**src/logic/sbst_pkg.sv**
```systemverilog
// Shared constants and types of the SRAM boundary scan test access port.
// Assumes one clock domain, clk_in, that samples the scan pins as plain inputs.
package sbst_pkg;

    // Register lengths of the scan paths.
    localparam int IR_LEN     = 3;
    localparam int ID_LEN     = 32;
    localparam int BSR_LEN    = 109;
    localparam int BALL_CELLS = 108;
    localparam int OE_CELL    = 108;

    // Instruction codes.
    localparam logic [2:0] INS_EXTEST   = 3'h0;
    localparam logic [2:0] INS_IDCODE   = 3'h1;
    localparam logic [2:0] INS_SAMPLE_Z = 3'h2;
    localparam logic [2:0] INS_RESV_A   = 3'h3;
    localparam logic [2:0] INS_SAMPLE   = 3'h4;
    localparam logic [2:0] INS_RESV_B   = 3'h5;
    localparam logic [2:0] INS_RESV_C   = 3'h6;
    localparam logic [2:0] INS_BYPASS   = 3'h7;

    // Value loaded into the instruction shifter in capture, and reset values.
    localparam logic [2:0] IR_CAPTURE   = 3'h1;
    localparam logic [2:0] IR_RESET     = INS_IDCODE;
    localparam logic       OE_CELL_RST  = 1'h0;

    // Identification word field positions.
    localparam int ID_REV_LSB  = 29;
    localparam int ID_CFG_LSB  = 12;
    localparam int ID_MFR_LSB  = 1;
    localparam int ID_START    = 0;
    localparam logic [2:0] ID_REVISION = 3'h0;

    // Part configuration subfield encodings.
    localparam logic [2:0] DENS_18MB = 3'h1;
    localparam logic [2:0] DENS_36MB = 3'h2;
    localparam logic [2:0] DENS_72MB = 3'h3;
    localparam logic [1:0] WIDTH_X36 = 2'h3;
    localparam logic [1:0] WIDTH_X18 = 2'h2;

    // Test access controller states.
    typedef enum logic [3:0] {
        ST_RESET   = 4'h0, ST_IDLE    = 4'h1, ST_SEL_DR  = 4'h2, ST_CAP_DR  = 4'h3,
        ST_SH_DR   = 4'h4, ST_EX1_DR  = 4'h5, ST_PA_DR   = 4'h6, ST_EX2_DR  = 4'h7,
        ST_UPD_DR  = 4'h8, ST_SEL_IR  = 4'h9, ST_CAP_IR  = 4'hA, ST_SH_IR   = 4'hB,
        ST_EX1_IR  = 4'hC, ST_PA_IR   = 4'hD, ST_EX2_IR  = 4'hE, ST_UPD_IR  = 4'hF
    } sbst_state_e;

    // Scan pins driven by the test controller.
    typedef struct packed {
        logic tck;
        logic tms;
        logic tdi;
    } sbst_pins_s;

endpackage

```
**src/logic/sbst_fifo.sv**
```systemverilog
// Synchronous FIFO holding ball snapshots on their way to the boundary chain.
// Assumes DEPTH is a power of two so the pointers wrap naturally.
module sbst_fifo #(
    parameter int WIDTH = 108,
    parameter int DEPTH = 16
) (
    input  wire logic             clk_in,
    input  wire logic             rstn_in,
    input  wire logic             in_valid_in,
    input  wire logic [WIDTH-1:0] in_data_in,
    output logic                  in_ready_out,
    output logic                  out_valid_out,
    output logic [WIDTH-1:0]      out_data_out,
    input  wire logic             out_ready_in
);
    localparam int AW = $clog2(DEPTH);
    localparam int CW = $clog2(DEPTH + 1);

    logic [WIDTH-1:0] mem [DEPTH];
    logic [AW-1:0]    wr_ptr;
    logic [AW-1:0]    rd_ptr;
    logic [CW-1:0]    count;
    logic [CW-1:0]    next_count;
    logic             push;
    logic             pop;

    // Handshakes on both sides and the resulting fill level.
    assign push = in_valid_in && in_ready_out;
    assign pop  = out_valid_out && out_ready_in;
    assign out_valid_out = (count != CW'(0));
    assign out_data_out  = mem[rd_ptr];
    always_comb begin
        next_count = count + CW'(push) - CW'(pop);
    end

    // Fill level and a registered ready that drops when the FIFO is full.
    always_ff @(posedge clk_in) begin
        if (!rstn_in) begin
            count        <= '0;
            in_ready_out <= 1'b1;
        end else begin
            count        <= next_count;
            in_ready_out <= (next_count != CW'(DEPTH));
        end
    end

    // Pointers advance on each accepted word.
    always_ff @(posedge clk_in) begin
        if (!rstn_in) begin
            wr_ptr <= '0;
            rd_ptr <= '0;
        end else begin
            if (push) wr_ptr <= wr_ptr + AW'(1);
            if (pop)  rd_ptr <= rd_ptr + AW'(1);
        end
    end

    // Storage needs no reset; only written words are ever read.
    always_ff @(posedge clk_in) begin
        if (push) mem[wr_ptr] <= in_data_in;
    end
endmodule

```
**src/logic/sbst_tap.sv**
```systemverilog
// Boundary scan test access port of a synchronous burst SRAM.
// Assumes the scan pins are asynchronous to clk_in and that clk_in is many times faster than the test clock.
module sbst_tap #(
    parameter logic [2:0]  DENSITY    = 3'h3,
    parameter logic [1:0]  WIDTH_SEL  = 2'h3,
    parameter logic        F_ENH      = 1'h1,
    parameter logic        F_QUADP    = 1'h0,
    parameter logic        F_RL25     = 1'h0,
    parameter logic        F_BURST4   = 1'h1,
    parameter logic        F_SIO      = 1'h0,
    parameter logic        F_ODT      = 1'h0,
    parameter logic [10:0] MFR_CODE   = 11'h155, // Arbitrary value.
    parameter int          FIFO_DEPTH = 16
) (
    input  wire logic                            clk_in,
    input  wire logic                            rstn_in,
    input  wire sbst_pkg::sbst_pins_s            scan_in,
    input  wire logic                            ball_valid_in,
    input  wire logic [sbst_pkg::BALL_CELLS-1:0] ball_data_in,
    output logic                                 ball_ready_out,
    output logic                                 tdo_out,
    output logic                                 tdo_oe_out,
    output logic                                 q_drive_en_out,
    output logic                                 extest_out,
    output logic [sbst_pkg::BALL_CELLS-1:0]      preload_out
);
    import sbst_pkg::*;

    sbst_pins_s            pins_s1;
    sbst_pins_s            pins_s2;
    logic                  tck_d;
    logic                  rise;
    logic                  fall;
    sbst_state_e           state;
    sbst_state_e           next_state;
    logic [IR_LEN-1:0]     ir;
    logic [IR_LEN-1:0]     ir_sh;
    logic [BSR_LEN-1:0]    bsr;
    logic [ID_LEN-1:0]     id_sh;
    logic [ID_LEN-1:0]     id_word;
    logic                  byp;
    logic                  oe_cell;
    logic                  sel_bsr;
    logic                  sel_id;
    logic                  cap_bsr;
    logic                  snap_valid;
    logic [BALL_CELLS-1:0] snap_data;

    // Two-stage synchronisers for the scan pins, then edge detection of the test clock.
    always_ff @(posedge clk_in) begin
        if (!rstn_in) begin
            pins_s1 <= '0;
            pins_s2 <= '0;
            tck_d   <= 1'b0;
        end else begin
            pins_s1 <= scan_in;
            pins_s2 <= pins_s1;
            tck_d   <= pins_s2.tck;
        end
    end
    assign rise = pins_s2.tck && !tck_d;
    assign fall = !pins_s2.tck && tck_d;

    // Identification word built from fixed fields.
    assign id_word = {ID_REVISION,
                      1'b0, F_ODT, DENSITY, 1'b0, WIDTH_SEL, 2'h1,
                      F_ENH, F_QUADP, F_RL25, F_BURST4, F_ODT, F_SIO, 1'b0,
                      MFR_CODE, 1'b1};

    // Data path selection; reserved codes fall back to bypass.
    assign sel_bsr = (ir == INS_EXTEST) || (ir == INS_SAMPLE_Z) || (ir == INS_SAMPLE);
    assign sel_id  = (ir == INS_IDCODE);
    assign cap_bsr = rise && (state == ST_CAP_DR) && sel_bsr;

    // Ball snapshots queue here until a boundary capture takes one.
    sbst_fifo #(
        .WIDTH (BALL_CELLS),
        .DEPTH (FIFO_DEPTH)
    ) u_fifo (
        .clk_in        (clk_in),
        .rstn_in       (rstn_in),
        .in_valid_in   (ball_valid_in),
        .in_data_in    (ball_data_in),
        .in_ready_out  (ball_ready_out),
        .out_valid_out (snap_valid),
        .out_data_out  (snap_data),
        .out_ready_in  (cap_bsr)
    );

    // Next state of the controller from the mode select input.
    always_comb begin
        next_state = state;
        unique case (state)
            ST_RESET:  next_state = pins_s2.tms ? ST_RESET  : ST_IDLE;
            ST_IDLE:   next_state = pins_s2.tms ? ST_SEL_DR : ST_IDLE;
            ST_SEL_DR: next_state = pins_s2.tms ? ST_SEL_IR : ST_CAP_DR;
            ST_CAP_DR: next_state = pins_s2.tms ? ST_EX1_DR : ST_SH_DR;
            ST_SH_DR:  next_state = pins_s2.tms ? ST_EX1_DR : ST_SH_DR;
            ST_EX1_DR: next_state = pins_s2.tms ? ST_UPD_DR : ST_PA_DR;
            ST_PA_DR:  next_state = pins_s2.tms ? ST_EX2_DR : ST_PA_DR;
            ST_EX2_DR: next_state = pins_s2.tms ? ST_UPD_DR : ST_SH_DR;
            ST_UPD_DR: next_state = pins_s2.tms ? ST_SEL_DR : ST_IDLE;
            ST_SEL_IR: next_state = pins_s2.tms ? ST_RESET  : ST_CAP_IR;
            ST_CAP_IR: next_state = pins_s2.tms ? ST_EX1_IR : ST_SH_IR;
            ST_SH_IR:  next_state = pins_s2.tms ? ST_EX1_IR : ST_SH_IR;
            ST_EX1_IR: next_state = pins_s2.tms ? ST_UPD_IR : ST_PA_IR;
            ST_PA_IR:  next_state = pins_s2.tms ? ST_EX2_IR : ST_PA_IR;
            ST_EX2_IR: next_state = pins_s2.tms ? ST_UPD_IR : ST_SH_IR;
            ST_UPD_IR: next_state = pins_s2.tms ? ST_SEL_DR : ST_IDLE;
        endcase
    end

    // Controller state advances on each rising test clock edge.
    always_ff @(posedge clk_in) begin
        if (!rstn_in) begin
            state <= ST_RESET;
        end else if (rise) begin
            state <= next_state;
        end
    end

    // Instruction shifter captures and shifts on the rising edge, and updates the instruction on the falling edge.
    always_ff @(posedge clk_in) begin
        if (!rstn_in) begin
            ir_sh <= IR_CAPTURE;
            ir    <= IR_RESET;
        end else begin
            if (rise && state == ST_CAP_IR) ir_sh <= IR_CAPTURE;
            if (rise && state == ST_SH_IR)  ir_sh <= {pins_s2.tdi, ir_sh[IR_LEN-1:1]};
            if (state == ST_RESET) begin
                ir <= IR_RESET;
            end else if (fall && state == ST_UPD_IR) begin
                ir <= ir_sh;
            end
        end
    end

    // Boundary chain: capture takes a queued snapshot, shifting enters at the MSB.
    always_ff @(posedge clk_in) begin
        if (!rstn_in) begin
            bsr <= '0;
        end else if (cap_bsr && snap_valid) begin
            bsr[BALL_CELLS-1:0] <= snap_data;
        end else if (rise && state == ST_SH_DR && sel_bsr) begin
            bsr <= {pins_s2.tdi, bsr[BSR_LEN-1:1]};
        end
    end

    // Identification shifter and bypass bit.
    always_ff @(posedge clk_in) begin
        if (!rstn_in) begin
            id_sh <= '0;
            byp   <= 1'b0;
        end else if (rise && state == ST_CAP_DR) begin
            if (sel_id) id_sh <= id_word;
            byp <= 1'b0;
        end else if (rise && state == ST_SH_DR) begin
            if (sel_id) id_sh <= {pins_s2.tdi, id_sh[ID_LEN-1:1]};
            byp <= pins_s2.tdi;
        end
    end

    // Preload latches update on the falling edge in Update-DR; the internal cell resets low.
    always_ff @(posedge clk_in) begin
        if (!rstn_in || state == ST_RESET) begin
            preload_out <= '0;
            oe_cell     <= OE_CELL_RST;
        end else if (fall && state == ST_UPD_DR && sel_bsr) begin
            preload_out <= bsr[BALL_CELLS-1:0];
            oe_cell     <= bsr[OE_CELL];
        end
    end

    // Output driver control follows the active instruction.
    always_ff @(posedge clk_in) begin
        if (!rstn_in) begin
            extest_out     <= 1'b0;
            q_drive_en_out <= 1'b1;
        end else begin
            extest_out <= (ir == INS_EXTEST);
            if (ir == INS_EXTEST) begin
                q_drive_en_out <= oe_cell;
            end else begin
                q_drive_en_out <= (ir != INS_SAMPLE_Z);
            end
        end
    end

    // Serial output launches on the falling edge and is driven only in shift states.
    always_ff @(posedge clk_in) begin
        if (!rstn_in) begin
            tdo_out    <= 1'b0;
            tdo_oe_out <= 1'b0;
        end else if (fall) begin
            tdo_oe_out <= (state == ST_SH_DR) || (state == ST_SH_IR);
            if (state == ST_SH_IR)    tdo_out <= ir_sh[0];
            else if (sel_bsr)         tdo_out <= bsr[0];
            else if (sel_id)          tdo_out <= id_sh[0];
            else                      tdo_out <= byp;
        end
    end

    AST_RESET_IR: assert property (@(posedge clk_in) disable iff (!rstn_in)
        (state == ST_RESET) |=> (ir == INS_IDCODE)) else $error("reset state did not load identification");
    AST_ID_CAPTURE: assert property (@(posedge clk_in) disable iff (!rstn_in)
        (rise && state == ST_CAP_DR && sel_id) |=> (id_sh[ID_START] && id_sh == id_word))
        else $error("identification capture wrong");
    AST_ID_SHIFT: assert property (@(posedge clk_in) disable iff (!rstn_in)
        (rise && state == ST_SH_DR && sel_id) |=> (id_sh[ID_LEN-2:0] == $past(id_sh[ID_LEN-1:1])))
        else $error("identification shift wrong");
    AST_BYP_SHIFT: assert property (@(posedge clk_in) disable iff (!rstn_in)
        (rise && state == ST_SH_DR) |=> (byp == $past(pins_s2.tdi))) else $error("bypass did not take input");
    AST_BYP_CLEAR: assert property (@(posedge clk_in) disable iff (!rstn_in)
        (rise && state == ST_CAP_DR) |=> !byp) else $error("bypass not cleared at capture");
    AST_BSR_IN: assert property (@(posedge clk_in) disable iff (!rstn_in)
        (rise && state == ST_SH_DR && sel_bsr) |=> (bsr[BSR_LEN-1] == $past(pins_s2.tdi)))
        else $error("boundary chain did not take input");
    AST_BSR_ORDER: assert property (@(posedge clk_in) disable iff (!rstn_in)
        (rise && state == ST_SH_DR && sel_bsr) |=> (bsr[BSR_LEN-2:0] == $past(bsr[BSR_LEN-1:1])))
        else $error("boundary chain order wrong");
    AST_QBUS: assert property (@(posedge clk_in) disable iff (!rstn_in)
        (ir == INS_EXTEST) ##1 (ir == INS_EXTEST) |=> (q_drive_en_out == $past(oe_cell)))
        else $error("output enable does not follow internal cell");
    AST_TDO_FALL: assert property (@(posedge clk_in) disable iff (!rstn_in)
        ($changed(tdo_out) || $changed(tdo_oe_out)) |-> $past(fall)) else $error("serial output moved off falling edge");
    AST_FSM_IDLE: assert property (@(posedge clk_in) disable iff (!rstn_in)
        (rise && state == ST_RESET && !pins_s2.tms) |=> (state == ST_IDLE)) else $error("reset state exit wrong");
endmodule
```
**config.mk**
```make
export PLATFORM = sky130hd
export DESIGN_NAME = sbst_tap
export DESIGN_NICKNAME = d
export VERILOG_FILES = /design/src/logic/sbst_pkg.sv /design/src/logic/sbst_fifo.sv /design/src/logic/sbst_tap.sv
export SDC_FILE = /design/constraint.sdc
export NUM_CORES = 2
export LEC_CHECK = 0
export BUFFER_PORTS_ARGS = -buffer_cell sky130_fd_sc_hd__buf_4
export CORE_MARGIN = 2
export CORE_UTILIZATION = 60
export CTS_CLUSTER_SIZE = 10
export DETAILED_ROUTE_END_ITERATION = 6
export PLACE_DENSITY_LB_ADDON = 0.12
export SYNTH_ARGS = -nofsm -noshare
export SYNTH_HDL_FRONTEND = slang
export SYNTH_SLANG_ARGS = --single-unit
```
**constraint.sdc**
```tcl
create_clock -name clk_in -period 24.4 [get_ports clk_in]
set_clock_uncertainty 0.15 [all_clocks]
set_input_delay 2.44 -clock clk_in [delete_from_list [all_inputs] [get_ports clk_in]]
set_output_delay 2.44 -clock clk_in [all_outputs]
set_load 0.02 [all_outputs]
```
==> impl_metrics.json <==
{
  "slowest_delay_ns": 0.84,
  "grt_pass1_vias": 39000,
  "cap_violations": 0,
  "clk_path_buf_depth": 3,
  "via_per_inst": 6.57,
  "synth_area_leaders": "edfxtp_1 69%, mux4_2 13%, dfxtp_1 7.7%, a22oi_1 2.3%, nand2_1 1.9%",
  "avgSynthCellArea_um2": 19.5,
  "final_common_cell": "edfxtp_1",
  "path_buf_inv": 3,
  "drive_above_1_share_pct": 23.7,
  "pwr-share-comb_pct": 4.1,
  "max_freq_ghz": 0.182,
  "ant_nets": 0,
  "area_growth_pct": 13.1,
  "die_x_um": 358,
  "cp.arrival_ns": 5.75,
  "yosysTopAreaCell": "edfxtp_1",
  "swShare_pct": 20.7,
  "p_seq_share_pct": 54.3,
  "gp_congestion": 0.800,
  "ioPinCount": 227,
  "grt_use_total_pct": 28.3,
  "layout_common_cells": "1,728 x edfxtp_1, 430 x mux4_2, 371 x nand2_1, 294 x buf_4, 288 x dfxtp_1",
  "synth-seq-cells": 2018,
  "synth-xor-area-share_pct": 0.117,
  "globalRouteOverflowTotal": 0,
  "outcome": "finished clean",
  "synth_top_flop_cell": "edfxtp_1",
  "num-nets-final": 4245,
  "numClockSinks": 2018,
  "path_max_fanout": 47,
  "cts_buffers": 220,
  "cp-end-kind": "flop",
  "first_iter_violations": 4630,
  "ys_warn_count": 0,
  "dieArea_um2": 128000,
  "syn_nets": 3975,
  "period_needed_ns": 5.48,
  "worst_path_most_repeated_cell": "buf_4",
  "vias": 38900,
  "vdd_drop_max_v": 0.0000751,
  "grt_pass1_wl_um": 261000,
  "cts_hold_buf": 0,
  "syn_area_um2": 75100,
  "min_from": "pins_s1[1]$_SDFF_PN0_",
  "clkLatencyLatePin_ns": 0.82,
  "final.setup.tns_ns": 0,
  "routedWlPerCell_um": 30.1,
  "ys_seq_area_share_pct": 76.9,
  "drt-total-wl_um": 178000,
  "cp_slowest_cell": "buf_4",
  "antenna_found_initial": 23,
  "cts_root_buf": "clkbuf_16",
  "crit_required_ns": 24.67,
  "synth_cells": 3849,
  "cts_max_level": 4,
  "fin_area_um2": 84900,
  "synth-compound-area-share_pct": 5.64,
  "setup_violations": 0,
  "grt_start_max_net_pins": 109,
  "p_sw_mw": 1.47,
  "clk_pin_slew_ns": 0.05,
  "drt_first_pass_iters": 6,
  "synthMuxAreaShare_pct": 13.0,
  "num_rows": 129,
  "ys_types": 51,
  "yosysTopAreaCellShare_pct": 69.1,
  "slew_headroom_pct": 21.8,
  "pwr-share-clk_pct": 41.6,
  "cp_top_family": "buffers and inverters",
  "fin_crit_sh_pct": 22.5,
  "die-height_um": 358,
  "rsz0062_at_grt": "no",
  "start_kind": "input pin",
  "synth_top_family_by_area": "multiplexers",
  "core_area_um2": 124000,
  "drv_slew": 0,
  "hpwl_um": 97500,
  "drc": 0,
  "worst_slew_pin_slew_ns": 1.17,
  "power.leakage_nw": 26.1,
  "critPathLaunch": "ball_valid_in",
  "p_int_mw": 5.64,
  "powerDensity_nw_per_um2": 83.8,
  "cts_resized": 0,
  "synthArstFlopShare_pct": 0,
  "final_hold_viol_count": 0,
  "post_dp_cell_area_um2": 78600,
  "synthSimpleGateAreaFrac_pct": 2.66,
  "crit_chain": "buf_4 -> and2_1 -> nand2_1 -> nor2_4 -> buf_4 -> buf_4",
  "critical_path_class": "input pin to flop",
  "start_util_pct": 60.6,
  "synth_edf_count": 1728,
  "cts_tree": "built",
  "numPortBuffers": 226,
  "cts_setup_buffers": 0,
  "hp-class": "flop to flop",
  "synthAdderAreaFrac_pct": 0.223
}
==> power groups by stage <==
stage               Sequential, mW  Combinational, mW  Clock [mW]
detailed placement            3.93              0.294           0
finish                        3.86              0.293        2.96
CTS                           3.86              0.295        3.00
global placement              3.93              0.289           0
floorplan                     3.95              0.146           0
global route                  3.86              0.314        3.14
==> synth_stat cells, types with 3 or more instances <==
library cell  number
nand4_1            3
edfxtp_1        1728
o221a_2           15
ha_1              11
a22o_1            47
and2_1            13
nor2_1            38
buf_1              8
buf_2             71
mux4_2           430
nand2_1          372
nor2b_1            8
nand3_1           25
nor3b_1            3
a21oi_1          202
nand2b_1           5
a31oi_1            4
inv_1             14
o22ai_1           47
a211oi_1           3
o21ai_0            8
nor3_1            11
xor2_1             6
a221oi_1          47
or3_1              3
dfxtp_1          290
xnor2_1            4
mux2i_1            9
a22oi_1          229
clkbuf_1         170
==> final cells by class <==
class | instances | area (µm²)
timing repair buffer | 300 | 2330
antenna | 9 | 22.5
fill | 7896 | 39100
clock buffer | 364 | 6110
tap | 1637 | 2050
multi-input combinational | 1565 | 16400
clock inverter | 13 | 194
sequential | 2018 | 57700
inverter | 14 | 57.6
==> routing by layer <==
layer	GRT usage (%)	wire length (µm)	up-vias
met5	0	128	-
met4	7.92	3800	20
met3	8.29	19500	265
met2	42.4	82900	1977
met1	41.3	71800	20400
li1	-	-	16300
==> cell families (layout without fill, tap and decap cells) <==
logic type / after synthesis / after routing
AO/OA/AOI/OAI: 616 / 616
XOR/XNOR: 10 / 10
adder cells (fa/ha/maj): 13 / 13
buffers and inverters: 266 / 691
flip-flops: 2018 / 2018
multiplexers: 439 / 439
other: 0 / 9
AND/OR/NAND/NOR: 487 / 487
==> registers in the layout, indices dropped and copies added (netlist names), 3 cells and up, named ones only <==
name / count
id_sh: 32
state: 4
pins_s2: 3
ir_sh: 3
preload_out: 108
u_fifo.count: 5
u_fifo.mem: 1728
bsr: 109
u_fifo.rd_ptr: 4
ir: 3
u_fifo.wr_ptr: 4
pins_s1: 3
==> per-stage QoR <==
stage | std cells | worst slack, ns | hold WS (ns) | total power [mW] | util (%)
after floorplan | 3849 | 13.24 | 0.262 | 4.09 | -
after global placement | 5534 | 18.12 | 0.277 | 4.22 | 63.4
after detailed placement | 5534 | 18.10 | 0.273 | 4.22 | 63.4
after CTS | 5911 | 18.97 | 0.296 | 7.15 | 68.5
after global routing | 5915 | 18.82 | 0.307 | 7.32 | 68.5
final | 5920 | 18.92 | 0.292 | 7.11 | 68.5
==> final timing paths <==
kind	cells past startpoint	slack (ns)	end
hold / removal	1	0.29	pins_s2[1]$_SDFF_PN0_
setup reg to reg	9	19.09	bsr[58]$_SDFFE_PN0P_
hold reg to reg	1	0.29	pins_s2[1]$_SDFF_PN0_
setup / recovery	6	18.92	u_fifo.mem[4][21]$_DFFE_PP_
(Power assumes the default switching activity.)
